==> src/verilog/crc_cfg.svh <==
// crc_cfg.svh: register offsets, field positions, reset values for the
// comparator and reference control block.
// assumes: included by its bare name from the package and design files.
`ifndef CRC_CFG_SVH
`define CRC_CFG_SVH

`define CRC_ADDR_W 3
`define CRC_OFF_CMP1 3'h0
`define CRC_OFF_CMP2 3'h1
`define CRC_OFF_REF 3'h2
`define CRC_OFF_STAT 3'h3
`define CRC_OFF_FLAGS 3'h4
`define CRC_OFF_ENAB 3'h5
`define CRC_OFF_PRIO 3'h6
`define CRC_OFF_PMD 3'h7

`define CRC_CTL_RESET 8'h00
`define CRC_REF_RESET 8'h00
`define CRC_REG_ZERO 8'h00

`define CRC_CTL_PWR 7
`define CRC_CTL_OE 6
`define CRC_CTL_INV 5
`define CRC_CTL_EV_HI 4
`define CRC_CTL_EV_LO 3
`define CRC_CTL_PSEL 2
`define CRC_CTL_CH_HI 1
`define CRC_CTL_CH_LO 0

`define CRC_STAT_TWO 7
`define CRC_STAT_ONE 6
`define CRC_FLG_TWO 5
`define CRC_FLG_ONE 4
`define CRC_CMP_MASK 8'h30
`define CRC_PMD_MASK 8'h0f
`define CRC_PMD_ONE 0
`define CRC_PMD_TWO 1

`define CRC_REF_EN 7
`define CRC_REF_OE 6
`define CRC_REF_SS 5
`define CRC_REF_LV_HI 4
`define CRC_REF_LV_LO 0

`endif

==> src/verilog/crc_pkg.sv <==
// crc_pkg.sv: types shared by the comparator/reference control block.
// assumes: crc_cfg.svh on the include path.
`include "crc_cfg.svh"

package crc_pkg;
  typedef logic [7:0] crc_byte_type;
  typedef logic [`CRC_ADDR_W-1:0] crc_addr_type;
  // event edge select codes
  typedef enum logic [1:0] {
    CRC_EV_NONE = 2'h0,
    CRC_EV_RISE = 2'h1,
    CRC_EV_FALL = 2'h2,
    CRC_EV_ANY = 2'h3
  } crc_event_type;
endpackage

==> src/verilog/crc_cmp_event.sv <==
// crc_cmp_event.sv: one comparator's digital output path: synchroniser,
// polarity, edge-selected event pulse.
// assumes: raw_i comes from the analog comparator, asynchronous to sys_clk_i.
`timescale 1ns/1ps
`default_nettype none
`include "crc_cfg.svh"

module crc_cmp_event (
  input wire logic sys_clk_i,
  input wire logic rst_i,
  input wire logic raw_i,
  input wire logic power_on_i,
  input wire logic invert_i,
  input wire crc_pkg::crc_event_type edge_sel_i,
  output logic result_o,
  output logic event_o
);
  import crc_pkg::*;

  logic sync1_q;
  logic sync2_q;
  logic prev_q;
  logic res_q;
  logic res_d;
  logic rise_w;
  logic fall_w;
  logic hit_w;

  // two flops before anything reads the analog level
  always_ff @(posedge sys_clk_i or posedge rst_i) begin
    if (rst_i) begin
      sync1_q <= 1'b0;
      sync2_q <= 1'b0;
    end else begin
      sync1_q <= raw_i;
      sync2_q <= sync1_q;
    end
  end

  // polarity applied before status, pin and edge detector
  assign res_d = power_on_i & (sync2_q ^ invert_i);

  // result and its previous value; one step per edge so one transition
  // gives one event
  always_ff @(posedge sys_clk_i or posedge rst_i) begin
    if (rst_i) begin
      res_q <= 1'b0;
      prev_q <= 1'b0;
    end else begin
      res_q <= res_d;
      prev_q <= res_q;
    end
  end

  assign rise_w = res_q & ~prev_q;
  assign fall_w = ~res_q & prev_q;
  // edge select decode
  assign hit_w = (edge_sel_i == CRC_EV_RISE) ? rise_w :
                 (edge_sel_i == CRC_EV_FALL) ? fall_w :
                 (edge_sel_i == CRC_EV_ANY) ? (rise_w | fall_w) : 1'b0;
  assign event_o = hit_w;
  assign result_o = res_q;
endmodule

`default_nettype wire

==> src/verilog/crc_top.sv <==
// crc_top.sv: register file and control for two comparators and the
// 32-tap reference ladder; analog parts sit outside as plain ports.
// assumes: single clock, plain register port with read data one cycle late.
`timescale 1ns/1ps
`default_nettype none
`include "crc_cfg.svh"

module crc_top (
  input wire logic sys_clk_i,
  input wire logic rst_i,
  input wire crc_pkg::crc_addr_type reg_addr_i,
  input wire crc_pkg::crc_byte_type reg_wdata_i,
  input wire logic reg_wr_i,
  input wire logic reg_rd_i,
  output crc_pkg::crc_byte_type reg_rdata_o,
  input wire logic sleep_i,
  input wire logic cmp_one_raw_i,
  input wire logic cmp_two_raw_i,
  output logic cmp_one_power_o,
  output logic cmp_two_power_o,
  output logic cmp_one_plus_ladder_o,
  output logic cmp_two_plus_ladder_o,
  output logic [1:0] cmp_one_minus_channel_o,
  output logic [1:0] cmp_two_minus_channel_o,
  output logic cmp_one_pin_o,
  output logic cmp_two_pin_o,
  output logic cmp_one_pin_oe_o,
  output logic cmp_two_pin_oe_o,
  output logic reference_power_o,
  output logic reference_ext_rails_o,
  output logic [4:0] reference_level_code_o,
  output logic reference_output_pin_connect_o,
  output logic wake_o,
  output logic [1:0] cmp_irq_pending_o,
  output logic [1:0] cmp_irq_high_prio_o
);
  import crc_pkg::*;

  crc_byte_type ctl_one_q;
  crc_byte_type ctl_two_q;
  crc_byte_type ref_q;
  crc_byte_type flags_q;
  crc_byte_type flags_d;
  crc_byte_type enab_q;
  crc_byte_type prio_q;
  crc_byte_type pmd_q;
  crc_byte_type rdata_q;
  crc_byte_type rdata_d;
  crc_byte_type stat_w;
  logic res_one_w;
  logic res_two_w;
  logic ev_one_w;
  logic ev_two_w;
  logic wr_ctl_one_w;
  logic wr_ctl_two_w;
  logic wr_ref_w;
  logic wr_flags_w;
  logic wr_enab_w;
  logic wr_prio_w;
  logic wr_pmd_w;
  crc_byte_type ev_mask_w;
  logic pwr_one_w;
  logic pwr_two_w;

  // address decode shared by every write strobe
  function automatic logic hit(input crc_addr_type a, input crc_addr_type off);
    hit = (a == off);
  endfunction

  assign wr_ctl_one_w = reg_wr_i & hit(reg_addr_i, `CRC_OFF_CMP1);
  assign wr_ctl_two_w = reg_wr_i & hit(reg_addr_i, `CRC_OFF_CMP2);
  assign wr_ref_w = reg_wr_i & hit(reg_addr_i, `CRC_OFF_REF);
  assign wr_flags_w = reg_wr_i & hit(reg_addr_i, `CRC_OFF_FLAGS);
  assign wr_enab_w = reg_wr_i & hit(reg_addr_i, `CRC_OFF_ENAB);
  assign wr_prio_w = reg_wr_i & hit(reg_addr_i, `CRC_OFF_PRIO);
  assign wr_pmd_w = reg_wr_i & hit(reg_addr_i, `CRC_OFF_PMD);

  // control registers change only by reset or software write; sleep and
  // wake never touch them
  always_ff @(posedge sys_clk_i or posedge rst_i) begin
    if (rst_i) begin
      ctl_one_q <= `CRC_CTL_RESET;
      ctl_two_q <= `CRC_CTL_RESET;
      ref_q <= `CRC_REF_RESET;
    end else begin
      if (wr_ctl_one_w) begin
        ctl_one_q <= reg_wdata_i;
      end
      if (wr_ctl_two_w) begin
        ctl_two_q <= reg_wdata_i;
      end
      if (wr_ref_w) begin
        ref_q <= reg_wdata_i;
      end
    end
  end

  // enable, priority and module-disable registers
  always_ff @(posedge sys_clk_i or posedge rst_i) begin
    if (rst_i) begin
      enab_q <= `CRC_REG_ZERO;
      prio_q <= `CRC_REG_ZERO;
      pmd_q <= `CRC_REG_ZERO;
    end else begin
      if (wr_enab_w) begin
        enab_q <= reg_wdata_i & `CRC_CMP_MASK;
      end
      if (wr_prio_w) begin
        prio_q <= reg_wdata_i & `CRC_CMP_MASK;
      end
      if (wr_pmd_w) begin
        pmd_q <= reg_wdata_i & `CRC_PMD_MASK;
      end
    end
  end

  // a comparator runs if powered and not module-disabled; sleep is not
  // an input here, so it keeps running in sleep
  assign pwr_one_w = ctl_one_q[`CRC_CTL_PWR] & ~pmd_q[`CRC_PMD_ONE];
  assign pwr_two_w = ctl_two_q[`CRC_CTL_PWR] & ~pmd_q[`CRC_PMD_TWO];

  crc_cmp_event u_cmp_one (
    .sys_clk_i(sys_clk_i),
    .rst_i(rst_i),
    .raw_i(cmp_one_raw_i),
    .power_on_i(pwr_one_w),
    .invert_i(ctl_one_q[`CRC_CTL_INV]),
    .edge_sel_i(crc_event_type'(ctl_one_q[`CRC_CTL_EV_HI:`CRC_CTL_EV_LO])),
    .result_o(res_one_w),
    .event_o(ev_one_w)
  );

  crc_cmp_event u_cmp_two (
    .sys_clk_i(sys_clk_i),
    .rst_i(rst_i),
    .raw_i(cmp_two_raw_i),
    .power_on_i(pwr_two_w),
    .invert_i(ctl_two_q[`CRC_CTL_INV]),
    .edge_sel_i(crc_event_type'(ctl_two_q[`CRC_CTL_EV_HI:`CRC_CTL_EV_LO])),
    .result_o(res_two_w),
    .event_o(ev_two_w)
  );

  // events land on their flag positions
  assign ev_mask_w = {2'h0, ev_two_w, ev_one_w, 4'h0};

  // flags: write replaces the comparator bits (zero clears, one sets a
  // simulated event); a hardware event in the same cycle wins over the
  // clear; enables play no part here
  assign flags_d = (wr_flags_w ? (reg_wdata_i & `CRC_CMP_MASK) : flags_q) | ev_mask_w;

  always_ff @(posedge sys_clk_i or posedge rst_i) begin
    if (rst_i) begin
      flags_q <= `CRC_REG_ZERO;
    end else begin
      flags_q <= flags_d;
    end
  end

  // status: live results, low bits zero
  assign stat_w = {res_two_w, res_one_w, 6'h00};

  // read mux; unmapped offsets cannot occur with a full 3-bit decode
  always_comb begin
    rdata_d = `CRC_REG_ZERO;
    unique case (reg_addr_i)
      `CRC_OFF_CMP1: rdata_d = ctl_one_q;
      `CRC_OFF_CMP2: rdata_d = ctl_two_q;
      `CRC_OFF_REF: rdata_d = ref_q;
      `CRC_OFF_STAT: rdata_d = stat_w;
      `CRC_OFF_FLAGS: rdata_d = flags_q;
      `CRC_OFF_ENAB: rdata_d = enab_q;
      `CRC_OFF_PRIO: rdata_d = prio_q;
      `CRC_OFF_PMD: rdata_d = pmd_q;
    endcase
  end

  // read data held one cycle, zero when no read so stale data never leaks
  always_ff @(posedge sys_clk_i or posedge rst_i) begin
    if (rst_i) begin
      rdata_q <= `CRC_REG_ZERO;
    end else begin
      rdata_q <= reg_rd_i ? rdata_d : `CRC_REG_ZERO;
    end
  end
  assign reg_rdata_o = rdata_q;

  // comparator analog controls straight from the control bits, except power, which module disable also gates
  assign cmp_one_power_o = pwr_one_w;
  assign cmp_two_power_o = pwr_two_w;
  assign cmp_one_plus_ladder_o = ctl_one_q[`CRC_CTL_PSEL];
  assign cmp_two_plus_ladder_o = ctl_two_q[`CRC_CTL_PSEL];
  assign cmp_one_minus_channel_o = ctl_one_q[`CRC_CTL_CH_HI:`CRC_CTL_CH_LO];
  assign cmp_two_minus_channel_o = ctl_two_q[`CRC_CTL_CH_HI:`CRC_CTL_CH_LO];
  // pin gets the polarity-corrected result
  assign cmp_one_pin_o = res_one_w;
  assign cmp_two_pin_o = res_two_w;
  assign cmp_one_pin_oe_o = ctl_one_q[`CRC_CTL_OE];
  assign cmp_two_pin_oe_o = ctl_two_q[`CRC_CTL_OE];

  // reference depends only on its own register, never on comparator
  // bits
  assign reference_power_o = ref_q[`CRC_REF_EN];
  assign reference_ext_rails_o = ref_q[`CRC_REF_SS];
  assign reference_level_code_o = ref_q[`CRC_REF_LV_HI:`CRC_REF_LV_LO];
  assign reference_output_pin_connect_o = ref_q[`CRC_REF_OE];

  // interrupt request and wake: flag and enable only; global enables
  // live in the core, which is why wake ignores them
  assign cmp_irq_pending_o = {flags_q[`CRC_FLG_TWO] & enab_q[`CRC_FLG_TWO],
                              flags_q[`CRC_FLG_ONE] & enab_q[`CRC_FLG_ONE]};
  assign cmp_irq_high_prio_o = {prio_q[`CRC_FLG_TWO], prio_q[`CRC_FLG_ONE]};
  assign wake_o = sleep_i & (|cmp_irq_pending_o);
endmodule

`default_nettype wire
==> config.mk <==
export PLATFORM = sky130hd
export DESIGN_NAME = crc_top
export DESIGN_NICKNAME = d
export VERILOG_FILES = /design/src/verilog/crc_pkg.sv /design/src/verilog/crc_cmp_event.sv /design/src/verilog/crc_top.sv
export VERILOG_INCLUDE_DIRS = /design/src /design/src/verilog
export SDC_FILE = /design/constraint.sdc
export NUM_CORES = 1
export LEC_CHECK = 0
export BUFFER_PORTS_ARGS = -buffer_cell sky130_fd_sc_hd__buf_4
export CORE_MARGIN = 2
export CORE_UTILIZATION = 31
export CTS_CLUSTER_SIZE = 40
export DETAILED_ROUTE_END_ITERATION = 6
export GPL_TIMING_DRIVEN = 0
export PLACE_DENSITY = 0.46
export SLEW_MARGIN = 20
export SYNTH_ARGS = -nofsm -noshare
export SYNTH_HDL_FRONTEND = slang
export SYNTH_SLANG_ARGS = --single-unit
==> constraint.sdc <==
create_clock -name sys_clk_i -period 2.1 [get_ports sys_clk_i]
set_clock_uncertainty 0.15 [all_clocks]
set_input_delay 0.525 -clock sys_clk_i [delete_from_list [all_inputs] [get_ports sys_clk_i]]
set_output_delay 0.525 -clock sys_clk_i [all_outputs]
set_load 0.05 [all_outputs]
==> metrics.cfg, run 1 <==
[sta]
final.setup.tns_ps = 0
layout_min_cycle_time_ps = 1920
max_freq_mhz = 522
fin_ws_ps = 183
grt_setup_unrepaired = false
relSlewSlack_pct = 58.3
fin_crit_sh_pct = 91.3
setup_violations = 0
finalMaxSlewViolations = 0
worstMarginPinSlew_ps = 626
hold_violations = 0

[final_layout]
antenna_cells = 0
nets = 273
multi_input_area_um2 = 946
drive_gt1_share_pct = 41.3
fillers = 749
layout_common_cells = buf_4, dfrtp_1, mux2_2
layout-area-overhead-vs-synth_pct = 25.6
instances_no_fill = 351
register_area_um2 = 1250
mostFrequentLayoutCell = buf_4

[pwr]
p_total_mw = 3.02
ir_drop_mv = 0.337
switching_share_pct = 37.1
clkPwrFrac_pct = 22.0
power.switching_mw = 1.12
leakage_nw = 1.35
pwr-share-comb_pct = 35.5
pwr-share-seq_pct = 42.5
p_int_mw = 1.90
powerDensity_nw_per_um2 = 1020

[critical_path]
crit_type = reg2out
end_kind = output pin
worstPathArrival_ps = 1240
start_kind = register
crit_path_max_fanout = 3
cp.required_ps = 1420

[drt]
drc = 0
via_per_inst = 4.73
met2_length_mm = 2.62
wl_per_cell_um = 16.2
drtIter0Drc = 72
vias = 1661
ant_nets = 0
wl_met1_mm = 2.76
routed_wl_mm = 5.70
highest_layer = met4
dr.pass1.iters = 4
wl_met3_um = 248

[yosys]
syn-cell-area_um2 = 2350
synthCells = 195
ys_seq_area_share_pct = 53.3
synth-edff-count = 0
ys_warn_count = 0
synth-seq-cells = 50
syn_avg_cell_area_um2 = 12.0
ys.flop_type = dfrtp_1
synth_async_sr_flop_share_pct = 100
yosysUniqueCellTypes = 36
syn_nets = 217

[hold_path]
min_path_type = in2async

[cts]
clock_path_buffers = 2
cts_hold_buf = 0
cts_tree = built
post_cts_buffers = 0
clock-root-buffer = clkbuf_8
cts_resized = 0
clock-sinks = 50
cts_buffers = 5
clk_pin_slew_ps = 90
clock_latency_ps = 300
htree_levels = 2

[run]
drv_cap = 0

[grt]
grt_max_degree = 51
grt_pass1_vias = 1659
grt_usage_pct = 14.4
grt-ovfl-total = 0
grt_pass1_wl_mm = 9.15
grt_antenna_before_repair = 0

[die]
initial_core_util_pct = 32.2
die_w_um = 91.0
num_rows = 31
die_h_um = 91.0
core-area_um2 = 7290
die-area_um2 = 8280
pin_count = 51

[placement]
place_ws_ps = 90.2
place_congestion = 0.734
port_buffers = 49
hpwl_mm = 3.92
dp_cells = 343

[run_status]
status = completed

[cell usage after synthesis (2+ instances only)]
cell | instances | share of area, %
buf_2 | 2 | 0.43
nand4_1 | 2 | 0.53
xor2_1 | 2 | 0.75
mux2i_1 | 6 | 2.6
o21bai_1 | 5 | 1.6
mux2_1 | 2 | 0.96
a21oi_1 | 14 | 3.0
ha_1 | 4 | 2.1
nand3_1 | 2 | 0.43
buf_4 | 8 | 2.6
a31oi_1 | 2 | 0.53
nand2_1 | 12 | 1.9
o21ai_0 | 9 | 1.9
mux2_2 | 26 | 12
dfrtp_1 | 50 | 53
nor2b_1 | 9 | 2.4
inv_1 | 12 | 1.9
buf_6 | 3 | 1.4
and2_1 | 4 | 1.1
nor2_1 | 2 | 0.32
nand3b_1 | 2 | 0.64
o221ai_1 | 2 | 0.75
o211ai_1 | 2 | 0.64
[flip-flops by register name (all words and copies together), names as in the netlist]
name,cells
ref_q,8
u_cmp_one.result_o,1
pmd_q,4
flags_q,2
u_cmp_one.sync2_q,1
u_cmp_two.result_o,1
u_cmp_one.prev_q,1
ctl_one_q,8
u_cmp_two.prev_q,1
u_cmp_two.sync2_q,1
u_cmp_two.sync1_q,1
enab_q,2
reg_rdata_o,8
ctl_two_q,8
prio_q,2
u_cmp_one.sync1_q,1
[metal layers]
metal | up-vias | global-route usage (%)
li1 | 781 | -
met1 | 828 | 20.8
met2 | 47 | 22.0
met3 | 5 | 2.74
met4 | 0 | 4.17
met5 | - | 0
[worst paths after layout]
check / start / end / slack (ps) / cells after the start
max: enab_q[5] / wake_o / 180 / 3
min: rst_i / ref_q[1] / 160 / 2
min reg2reg: u_cmp_two.sync1_q / u_cmp_two.sync2_q / 210 / 0
min in group sys_clk_i: cmp_two_raw_i / u_cmp_two.sync1_q / 180 / 1
max reg2reg: u_cmp_two.result_o / flags_q[5] / 700 / 5
max in group asynchronous: rst_i / prio_q[5] / 1220 / 2
[metrics by stage]
step / area (um^2) / util [%] / hold WS (ps)
2_1_floorplan: 2350 / - / 181
3_3_place_gp: 2840 / 38.9 / 183
3_5_place_dp: 2840 / 38.9 / 186
4_1_cts: 2950 / 40.4 / 165
5_1_grt: 2950 / 40.4 / 155
6_report: 2950 / 40.4 / 162
[cell families after synthesis]
family,after synthesis,synth area share [%]
AOI/OAI and AO/OA,37,9.76
xor gates and xnor gates,2,0.747
adders and majority gates,4,2.13
buffers and inverters,25,6.35
DFF,50,53.3
muxes,34,16.0
and+or+nand+nor,43,11.7
[power by group through the flow]
| stage | sequential [mW] | clock, mW | combinational [mW] |
|---|---|---|---|
| global placement | 1.30 | 0 | 1.08 |
| detailed placement | 1.30 | 0 | 1.08 |
| floorplan | 1.54 | 0 | 0.507 |
| CTS | 1.28 | 0.692 | 1.09 |
| global route | 1.31 | 0.724 | 1.14 |
| finish | 1.28 | 0.664 | 1.07 |
[worst max-delay path, cell delays in order, from the launching register on]
cell and delay, ps:
dfrtp_1 420, and2_1 160, o21a_1 180, buf_4 180
[area by class of cell]
type | count | share of cell area [%]
sequential | 50 | 42.5
multi-input combinational | 120 | 32.1
timing repair buffer | 49 | 12.5
tap | 99 | 4.20
buffer | 13 | 3.52
clock buffer | 7 | 2.59
inverter | 12 | 1.61
clock inverter | 1 | 1.02
(Power assumes the default switching activity.)
==> inputs of run 2 (changes only) <==
--- a/config.mk
+++ b/config.mk
@@ -6,8 +6,8 @@
 export SDC_FILE = /design/constraint.sdc
 export NUM_CORES = 1
 export LEC_CHECK = 0
+export ABC_AREA = 1
 export BUFFER_PORTS_ARGS = -buffer_cell sky130_fd_sc_hd__buf_4
-export CORE_MARGIN = 2
 export CORE_UTILIZATION = 31
 export CTS_CLUSTER_SIZE = 40
 export DETAILED_ROUTE_END_ITERATION = 6
==> metrics.cfg, run 2 <==
[cts]
clock-root-buffer = clkbuf_8
clock_path_buffers = 2
clk_pin_slew_ps = 100
clock-sinks = 50
post_cts_buffers = 0
htree_levels = 2
clock_latency_ps = 310
cts_buffers = 5
cts_tree = built
cts_hold_buf = 0
cts_resized = 0

[die]
num_rows = 31
core-area_um2 = 7290
die_h_um = 88.9
pin_count = 51
initial_core_util_pct = 32.1
die_w_um = 88.9
die-area_um2 = 7900

[grt]
grt_usage_pct = 17.1
grt_max_degree = 51
grt_pass1_vias = 1846
grt-ovfl-total = 0
grt_antenna_before_repair = 0
grt_pass1_wl_mm = 9.78

[sta]
hold_ws_ps = 148
max_freq_mhz = 545
hold_violations = 0
final.setup.tns_ps = 0
grt_setup_unrepaired = false
layout_min_cycle_time_ps = 1830
setup_violations = 0
relSlewSlack_pct = 58.6
worstMarginPinSlew_ps = 621
fin_crit_sh_pct = 87.3
finalMaxSlewViolations = 0
fin_ws_ps = 266

[drt]
ant_nets = 0
vias = 1901
wl_per_cell_um = 15.1
drtIter0Drc = 85
drc = 0
dr.pass1.iters = 4
routed_wl_mm = 6.14
via_per_inst = 4.67

[placement]
place_ws_ps = 75.0
dp_cells = 399
hpwl_mm = 4.30
place_congestion = 0.779
placed_cell_area_um2 = 2840
port_buffers = 49

[critical_path]
crit_path_max_fanout = 3
worstReg2RegStart = u_cmp_one.result_o
critical-path-max-stage-delay_ps = 410
crit_family = flip-flops
crit_start = flags_q[4]
crit_path_end = wake_o
end_kind = output pin
path_buf_inv = 1
r2r_cells = 5
crit_chain = nand2_1 -> a21boi_1 -> buf_4
critical_path_depth = 3
start_kind = register
crit_path_top_delay_cell = dfrtp_1
r2r_slack_ps = 760
crit_type = reg2out
r2r_end = flags_q[4]
cp.required_ps = 1420
worstPathArrival_ps = 1160

[final_layout]
final_core_util_pct = 40.3
mostFrequentLayoutCell = nand2_1
finalInstanceArea_um2 = 2940
layout-area-overhead-vs-synth_pct = 25.6
nets = 329
antenna_cells = 0
instances_no_fill = 407
layout_common_cells = nand2_1, buf_4, dfrtp_1
drive_gt1_share_pct = 31.8

[yosys]
synth-seq-cells = 50
ys_seq_area_share_pct = 53.4
syn_avg_cell_area_um2 = 9.33
ys_warn_count = 0
ys.flop_type = dfrtp_1
yosysUniqueCellTypes = 23
yosys-top-cells-count = nand2_1, dfrtp_1, inv_1
synth_area_leaders = dfrtp_1, nand2_1, o21ai_2
synth_top_area_cell = dfrtp_1
syn_nets = 273
synth-edff-count = 0
synth_async_sr_flop_share_pct = 100
syn-cell-area_um2 = 2340
yosys.area.top_type_share_pct = 53.4
synth.most_common_cell = nand2_1
synthCells = 251

[pwr]
powerDensity_nw_per_um2 = 955
p_total_mw = 2.81
leakage_nw = 1.49
ir_drop_mv = 0.373

[run]
drv_cap = 0

[run_status]
status = completed

[hold_path]
min_path_type = in2async

==> run 2: worst min-delay path by stage <==
stage                             end  slack (ps)  cells after the start
floorplan           u_cmp_one.sync2_q         180                      0
global placement    u_cmp_two.sync2_q         190                      0
detailed placement  u_cmp_two.sync2_q         190                      0
CTS                 u_cmp_two.sync1_q         160                      1
global route        u_cmp_one.sync1_q         160                      1
finish                   ctl_two_q[3]         150                      2
==> run 2: final cells by class <==
cell class | instances | area, um^2
Fill cell | 791 | 4350
Clock inverter | 1 | 8.76
Multi-Input combinational cell | 166 | 902
Tap cell | 99 | 124
Buffer | 12 | 101
Sequential cell | 50 | 1250
Timing Repair Buffer | 49 | 368
Clock buffer | 7 | 96.3
Inverter | 23 | 88.8
==> run 2: worst reg2reg max path: cells and delay by family (launching register included) <==
family,cells,cell delay (ps)
adders and majority gates,1,290
buffers and inverters,1,90
and+or+nand+nor,1,70
DFF,1,420
AOI/OAI and AO/OA,2,240
==> run 2: report_power, final <==
part	internal [mW]	switching [mW]	total, mW
registers	1.12	0.137	1.25
logic	0.301	0.619	0.920
clock network	0.303	0.332	0.635
==> run 2: cells by family after synthesis <==
kind of cell	count (synthesis)	share of synthesized area, %
flops	50	53.4
simple gates	104	20.8
compound gates	56	14.9
xor+xnor	2	0.748
fa+ha+maj	4	2.14
buf+inv	35	8.02
==> run 2: metal layers <==
metal  part of all wire (%)  GRT usage, %
met5                      0             0
met3                    5.1          3.32
met4                    2.1          6.16
met2                     46          26.6
met1                     47          23.7
